`src/spfm_pkg.sv`:
```
// constants for the shared pin function mux
package spfm_pkg;
  localparam int          PIN_COUNT       = 16;
  localparam int          VEC_WIDTH       = 4;
  localparam int          BIO_WIDTH       = 8;
  localparam int          HOST_DATA_WIDTH = 8;
  localparam int          HOST_CTL_WIDTH  = 4;
  localparam int          SER_WIDTH       = 8;
  localparam int          IOC_WIDTH       = 16;
  localparam int          UPPER_BIT_POS   = 12;
  localparam int          SERIAL_BIT_POS  = 10;
  localparam int          VEC_PIN_BASE    = 0;
  localparam int          DATA_PIN_BASE   = 4;
  localparam int          CTL_PIN_BASE    = 12;
  localparam logic        SEL_RESET       = 1'b0;
  localparam logic        PIN_RESET       = 1'b0;
endpackage : spfm_pkg

```
`src/spfm_pin_slice.sv`:
```
// registered two-way selector for a bank of shared pins
`timescale 1ns/1ps
module spfm_pin_slice #(
  parameter int W = 16
) (
  input  wire logic         clk,
  input  wire logic         rst_b,
  input  wire logic [W-1:0] sel,
  input  wire logic [W-1:0] dflt_out,
  input  wire logic [W-1:0] dflt_oe,
  input  wire logic [W-1:0] alt_out,
  input  wire logic [W-1:0] alt_oe,
  input  wire logic [W-1:0] pin_in,
  output logic      [W-1:0] pin_out_q,
  output logic      [W-1:0] pin_oe_q,
  output logic      [W-1:0] dflt_in_q,
  output logic      [W-1:0] alt_in_q
);
  logic [W-1:0] pin_out_d;
  logic [W-1:0] pin_oe_d;
  logic [W-1:0] dflt_in_d;
  logic [W-1:0] alt_in_d;

  // one owner per pin, the other side sees zero
  always_comb begin
    pin_out_d = (sel & alt_out) | (~sel & dflt_out);
    pin_oe_d  = (sel & alt_oe) | (~sel & dflt_oe);
    dflt_in_d = ~sel & pin_in;
    alt_in_d  = sel & pin_in;
  end

  always_ff @(posedge clk or negedge rst_b) begin
    if (!rst_b) begin
      pin_out_q <= '0;
      pin_oe_q  <= '0;
      dflt_in_q <= '0;
      alt_in_q  <= '0;
    end else begin
      pin_out_q <= pin_out_d;
      pin_oe_q  <= pin_oe_d;
      dflt_in_q <= dflt_in_d;
      alt_in_q  <= alt_in_d;
    end
  end
endmodule : spfm_pin_slice

```
`src/spfm_shared_pin_mux.sv`:
```
// shared pin function mux top
`timescale 1ns/1ps
module spfm_shared_pin_mux
  import spfm_pkg::*;
(
  input  wire logic                       CLK,
  input  wire logic                       RST_B,
  input  wire logic                       IOC_WE,
  input  wire logic [IOC_WIDTH-1:0]       IOC_WDATA,
  output logic                            UPPER_BITIO_SELECT,
  output logic                            SECOND_SERIAL_SELECT,
  input  wire logic [VEC_WIDTH-1:0]       INTERRUPT_VECTOR_CODE,
  input  wire logic [BIO_WIDTH-1:0]       BIT_IO_LINES_OUT,
  input  wire logic [BIO_WIDTH-1:0]       BIT_IO_LINES_OE,
  output logic      [BIO_WIDTH-1:0]       BIT_IO_LINES_IN,
  input  wire logic [HOST_DATA_WIDTH-1:0] HOST_DATA_OUT,
  input  wire logic [HOST_DATA_WIDTH-1:0] HOST_DATA_OE,
  output logic      [HOST_DATA_WIDTH-1:0] HOST_DATA_IN,
  input  wire logic [HOST_CTL_WIDTH-1:0]  HOST_CTL_OUT,
  input  wire logic [HOST_CTL_WIDTH-1:0]  HOST_CTL_OE,
  output logic      [HOST_CTL_WIDTH-1:0]  HOST_CTL_IN,
  input  wire logic [SER_WIDTH-1:0]       SERIAL_OUT,
  input  wire logic [SER_WIDTH-1:0]       SERIAL_OE,
  output logic      [SER_WIDTH-1:0]       SERIAL_IN,
  input  wire logic [PIN_COUNT-1:0]       PIN_IN,
  output logic      [PIN_COUNT-1:0]       PIN_OUT,
  output logic      [PIN_COUNT-1:0]       PIN_OE
);
  localparam int HALF_BIO = BIO_WIDTH / 2;

  logic                 upper_bitio_select_q;
  logic                 upper_bitio_select_d;
  logic                 second_serial_select_q;
  logic                 second_serial_select_d;
  logic [PIN_COUNT-1:0] pin_sel;
  logic [PIN_COUNT-1:0] dflt_out;
  logic [PIN_COUNT-1:0] dflt_oe;
  logic [PIN_COUNT-1:0] alt_out;
  logic [PIN_COUNT-1:0] alt_oe;
  logic [PIN_COUNT-1:0] dflt_in;
  logic [PIN_COUNT-1:0] alt_in;

  // selection bits captured from configuration writes
  always_comb begin
    upper_bitio_select_d   = upper_bitio_select_q;
    second_serial_select_d = second_serial_select_q;
    if (IOC_WE) begin
      upper_bitio_select_d   = IOC_WDATA[UPPER_BIT_POS];
      second_serial_select_d = IOC_WDATA[SERIAL_BIT_POS];
    end
  end

  always_ff @(posedge CLK or negedge RST_B) begin
    if (!RST_B) begin
      upper_bitio_select_q   <= SEL_RESET;
      second_serial_select_q <= SEL_RESET;
    end else begin
      upper_bitio_select_q   <= upper_bitio_select_d;
      second_serial_select_q <= second_serial_select_d;
    end
  end

  assign UPPER_BITIO_SELECT   = upper_bitio_select_q;
  assign SECOND_SERIAL_SELECT = second_serial_select_q;

  // per-pin owner select
  genvar i;
  generate
    for (i = 0; i < PIN_COUNT; i++) begin : g_sel
      if (i < DATA_PIN_BASE) begin : g_vec
        assign pin_sel[i] = upper_bitio_select_q;
      end else begin : g_host
        assign pin_sel[i] = second_serial_select_q;
      end
    end
  endgenerate

  // default owners: vector code, host data, host control
  assign dflt_out[DATA_PIN_BASE-1:VEC_PIN_BASE] = INTERRUPT_VECTOR_CODE;
  assign dflt_oe[DATA_PIN_BASE-1:VEC_PIN_BASE]  = '1;
  assign dflt_out[CTL_PIN_BASE-1:DATA_PIN_BASE] = HOST_DATA_OUT;
  assign dflt_oe[CTL_PIN_BASE-1:DATA_PIN_BASE]  = HOST_DATA_OE;
  assign dflt_out[PIN_COUNT-1:CTL_PIN_BASE]     = HOST_CTL_OUT;
  assign dflt_oe[PIN_COUNT-1:CTL_PIN_BASE]      = HOST_CTL_OE;

  // alternates: upper bit i/o, serial on host bits 0-3, lower bit i/o on 4-7
  assign alt_out[DATA_PIN_BASE-1:VEC_PIN_BASE] = BIT_IO_LINES_OUT[BIO_WIDTH-1:HALF_BIO];
  assign alt_oe[DATA_PIN_BASE-1:VEC_PIN_BASE]  = BIT_IO_LINES_OE[BIO_WIDTH-1:HALF_BIO];
  assign alt_out[DATA_PIN_BASE+3:DATA_PIN_BASE] = SERIAL_OUT[3:0];
  assign alt_oe[DATA_PIN_BASE+3:DATA_PIN_BASE]  = SERIAL_OE[3:0];
  assign alt_out[CTL_PIN_BASE-1:DATA_PIN_BASE+4] = BIT_IO_LINES_OUT[HALF_BIO-1:0];
  assign alt_oe[CTL_PIN_BASE-1:DATA_PIN_BASE+4]  = BIT_IO_LINES_OE[HALF_BIO-1:0];
  assign alt_out[PIN_COUNT-1:CTL_PIN_BASE] = SERIAL_OUT[SER_WIDTH-1:4];
  assign alt_oe[PIN_COUNT-1:CTL_PIN_BASE]  = SERIAL_OE[SER_WIDTH-1:4];

  spfm_pin_slice #(
    .W (PIN_COUNT)
  ) u_slice (
    .clk       (CLK),
    .rst_b     (RST_B),
    .sel       (pin_sel),
    .dflt_out  (dflt_out),
    .dflt_oe   (dflt_oe),
    .alt_out   (alt_out),
    .alt_oe    (alt_oe),
    .pin_in    (PIN_IN),
    .pin_out_q (PIN_OUT),
    .pin_oe_q  (PIN_OE),
    .dflt_in_q (dflt_in),
    .alt_in_q  (alt_in)
  );

  // sampled pins back to their current owner; vector pins are output only
  assign HOST_DATA_IN = dflt_in[CTL_PIN_BASE-1:DATA_PIN_BASE];
  assign HOST_CTL_IN  = dflt_in[PIN_COUNT-1:CTL_PIN_BASE];
  assign BIT_IO_LINES_IN = {alt_in[DATA_PIN_BASE-1:VEC_PIN_BASE],
                            alt_in[CTL_PIN_BASE-1:DATA_PIN_BASE+4]};
  assign SERIAL_IN = {alt_in[PIN_COUNT-1:CTL_PIN_BASE],
                      alt_in[DATA_PIN_BASE+3:DATA_PIN_BASE]};
endmodule : spfm_shared_pin_mux

```
`config.mk`:
```
export PLATFORM = sky130hd
export DESIGN_NAME = spfm_shared_pin_mux
export DESIGN_NICKNAME = d
export VERILOG_FILES = /design/src/spfm_pkg.sv /design/src/spfm_pin_slice.sv /design/src/spfm_shared_pin_mux.sv
export SDC_FILE = /design/constraint.sdc
export NUM_CORES = 1
export LEC_CHECK = 0
export BUFFER_PORTS_ARGS = -buffer_cell sky130_fd_sc_hd__buf_4
export CAP_MARGIN = 20
export CORE_ASPECT_RATIO = 1.1
export CORE_MARGIN = 1.5
export CORE_UTILIZATION = 41
export DETAILED_ROUTE_END_ITERATION = 8
export GPL_TIMING_DRIVEN = 0
export PLACE_DENSITY = 0.76
export SYNTH_ARGS = -nofsm -noshare
export SYNTH_HDL_FRONTEND = slang
export SYNTH_HIERARCHICAL = 1
export SYNTH_SLANG_ARGS = --single-unit
```
`constraint.sdc`:
```
create_clock -name CLK -period 2.09 [get_ports CLK]
set_input_delay 0.1045 -clock CLK [delete_from_list [all_inputs] [get_ports CLK]]
set_output_delay 0.1045 -clock CLK [all_outputs]
set_load 0.005 [all_outputs]
```
# ---- Word-level counts from Yosys, hierarchy flattened
# Cells that the tools add are included.
dict set report op_classes {
  bitwise 9
}
# op n
set ops {}
lappend ops {{16-bit AND} 6}
lappend ops {{16-bit bitwise OR} 2}
lappend ops {{16-bit NOT} 1}
dict set report word_totals {
  output_inout_bits 62
  regBits 66
  in_bits 95
  word_cells 15
}

# ---- Logic depth before layout (Yosys ltp)
dict set report depth {
  word_depth 3
  depth_mapped 1
  mapped_depth_nobuf 1
}

# ---- Cells and area by module
# The synthesis kept the hierarchy.
# mod n_inst cells_per_inst area_each_um2 seq_area_each_um2
set modules_own_cells {}
lappend modules_own_cells {spfm_pin_slice 1 128 2222.1 1601.5}
lappend modules_own_cells {spfm_shared_pin_mux 1 5 76.3 50.0}

# ---- Worst setup path before layout
# No wires, ideal clock.
dict set report synth_timing {
  path_type {flip-flop to flip-flop}
  start {register second_serial_select_q, in the netlist SECOND_SERIAL_SELECT}
  end {register u_slice.pin_oe_q[10]}
  required_ns 1.964
  setup_time_ns 0.126
  path_buffers 0
  t_arrival_ns 1.445
  slack_ns 0.519
  period_less_slack_ns 1.571
  stages_incl_launch_ff 2
  cell_sequence {dfrtp_1 -> mux2_2}
}
dict set report synth_via {
  elab_chain_len 3
  word_cells_on_any_way 4
  classes_between {bitwise: 4}
}
# element line
set synth_rtl {}
lappend synth_rtl {{from (decl)} spfm_shared_pin_mux.sv:33} ;# logic second_serial_select_q;
lappend synth_rtl {{from (signal assigned)} spfm_shared_pin_mux.sv:59} ;# second_serial_select_q <= second_serial_select_d;
lappend synth_rtl {{16-bit NOT} spfm_pin_slice.sv:27} ;# pin_oe_d = (sel & alt_oe) | (~sel & dflt_oe);
lappend synth_rtl {{16-bit AND} spfm_pin_slice.sv:27}
lappend synth_rtl {{16-bit bitwise OR *} spfm_pin_slice.sv:27}
lappend synth_rtl {{net u_slice.pin_oe_d[10]} spfm_pin_slice.sv:20} ;# logic [W-1:0] pin_oe_d;
lappend synth_rtl {{to (signal assigned)} spfm_pin_slice.sv:40} ;# pin_oe_q <= pin_oe_d;
lappend synth_rtl {{to (decl)} spfm_pin_slice.sv:15} ;# output logic [W-1:0] pin_oe_q,
# Mark *: on every way through the listed nets, which the timed path passes. The rest lies on a longest branch.
# A chain may end at the register's enable or synchronous reset.

# ---- Final worst setup path
dict set report layout_timing {
  start {register second_serial_select_q, in the netlist SECOND_SERIAL_SELECT}
  end {register u_slice.pin_oe_q[8]}
}
# The elaborated chain is that of the path after synthesis.

==> flow_summary.json <==
{
  "status": "finished clean",
  "yosysWarnings": 6,
  "layout_common_cells": "buf_4, dfrtp_1, dlygate4sd3_1",
  "vias_per_cell": 4.45,
  "cts_buffers": 9,
  "setup_viol": 0,
  "rsz0062_at_grt": "no",
  "register_area_um2": 1560,
  "cts_root_buf": "clkbuf_8",
  "p_leak_nw": 1.99,
  "period_minus_slack_ps": 1850,
  "vias": 1718,
  "n_fill_cell": 321,
  "syn_to_final_growth_pct": 82.7,
  "clock_latency_ps": 330,
  "drive_gt1_share_pct": 66.8,
  "cts_max_level": 3,
  "path_max_fanout": 50,
  "wire_per_inst_um": 14.8,
  "netlist_area_um2": 2160,
  "max_slew_margin_pct": 48.7,
  "grt_pass1_wl_um": 8830,
  "place.gp.congestion": 0.716,
  "worstMarginPinSlew_ps": 769,
  "post_dp_cell_area_um2": 3310,
  "port_buffers": 142,
  "fp.dieArea_um2": 5720,
  "r2r_cells": 2,
  "whs_ps": 7.94,
  "crit_path_end_kind": "flop",
  "clockBufferDepth": 2,
  "r2r-end": "u_slice/pin_oe_q[8]",
  "power_mw": 3.03,
  "crit_slowest_cell": "dfrtp_4",
  "wirelength_um": 5710,
  "drtAntennaViolNets": 0,
  "fp.dieH_um": 79.2,
  "die_x_um": 72.3,
  "start_util_pct": 43.0,
  "syn_inst": 125,
  "post-cts-setup-buffer-count": 0,
  "cp.required_ps": 2300,
  "crit_path_cell_trace": "mux2_2, dlygate4sd3_1",
  "final_common_cell": "buf_4",
  "arrival_ps": 2050,
  "fin_worst_skew_ps": 6.81,
  "fp.coreArea_um2": 5030,
  "rrSetupSlack_ps": 240,
  "fmax_mhz": 541,
  "timing.rr.start": "SECOND_SERIAL_SELECT",
  "setup_tns_ps": 0,
  "placementRows": 27,
  "slew_violations": 0,
  "grt_usage_pct": 21.0,
  "hold_class": "in2reg",
  "finalCritPeriodShare_pct": 88.4,
  "hold_violations": 0,
  "final_nets": 418,
  "clk_pin_slew_ps": 60,
  "ioPinCount": 157,
  "cp-start-kind": "flop",
  "first_iter_violations": 90,
  "hold_end": "u_slice/pin_out_q[11]",
  "avgSynthCellArea_um2": 17.3,
  "cts_num_sinks": 62,
  "critPathKind": "reg2reg",
  "drcViolationCount": 0,
  "crit_path_max_incr_delay_ps": 750,
  "grt_pass1_vias": 1816,
  "multiInputGateArea_um2": 623,
  "cts_tree": "yes",
  "cap_violations": 0,
  "dr.pass1.iters": 4,
  "antenna_found_initial": 0,
  "pwr_density_cell_nw_per_um2": 767,
  "antenna-diode-count": 0,
  "hold_start": "BIT_IO_LINES_OUT[3]",
  "overflow": 0,
  "hold_path_depth": 2,
  "grt_start_max_net_pins": 63,
  "finalInstanceArea_um2": 3950,
  "peakVddDrop_v": 0.000482
}
[stage by stage]
step	cells	setup slack [ps]	util, %
CTS	374	80.5	76.1
detailed placement	328	633	65.8
floorplan	128	519	-
finish	386	243	78.5
global placement	328	126	65.8
global route	386	171	78.5
[worst max-delay path, delay by kind of cell, from the launching register on]
family	cells	cell delay, ps
DFF	1	750
buffers and inverters	1	570
muxes	1	390
[state kept, by name (all words and copies together) (netlist names)]
| signal | flops |
|---|---|
| u_slice/alt_in_q | 16 |
| u_slice/pin_oe_q | 16 |
| u_slice/pin_out_q | 16 |
| u_slice/dflt_in_q | 12 |
| SECOND_SERIAL_SELECT | 1 |
| UPPER_BITIO_SELECT | 1 |
[final cells by class]
type / count / area share [%]
multi-input cells: 66 / 15.8
well taps: 58 / 1.84
clock inverters: 4 / 1.77
flip-flops and latches: 62 / 39.3
clock buffers: 12 / 3.67
repair buffers: 184 / 37.6
[per-layer routing]
| metal | part of all wire (%) | vias to the layer above | track usage [%] | wire [µm] |
|---|---|---|---|---|
| li1 | - | 808 | - | - |
| met1 | 36 | 821 | 22.8 | 2060 |
| met2 | 56 | 72 | 37.3 | 3180 |
| met3 | 4.9 | 17 | 4.31 | 280 |
| met4 | 3.5 | 0 | 12.5 | 199 |
| met5 | 0 | - | 0 | 0 |
[repair_timing]
| item | CTS | global route |
|---|---|---|
| resized for setup | 0 | 1 |
| hold endpoints to repair | 88 | 9 |
| endpoints found under the setup margin | 0 | 5 |
| hold buffers | 30 | 12 |
[worst max path at each step]
stage / from / to / depth (start not counted)
5_1_grt: SECOND_SERIAL_SELECT / u_slice/pin_out_q[8] / 2
3_3_place_gp: SECOND_SERIAL_SELECT / u_slice/pin_out_q[14] / 1
3_5_place_dp: SECOND_SERIAL_SELECT / u_slice/pin_oe_q[7] / 1
2_1_floorplan: SECOND_SERIAL_SELECT / u_slice/pin_oe_q[10] / 1
6_report: SECOND_SERIAL_SELECT / u_slice/pin_oe_q[8] / 2
4_1_cts: SECOND_SERIAL_SELECT / u_slice/pin_oe_q[8] / 2
[where the power goes]
group	leakage [nW]	internal [mW]	switching, mW
logic	1.13	0.378	0.146
clock network	0.110	0.701	0.433
registers	0.756	1.31	0.0658
total	1.99	2.39	0.645
Note: power is estimated with default switching activity, not from simulation.
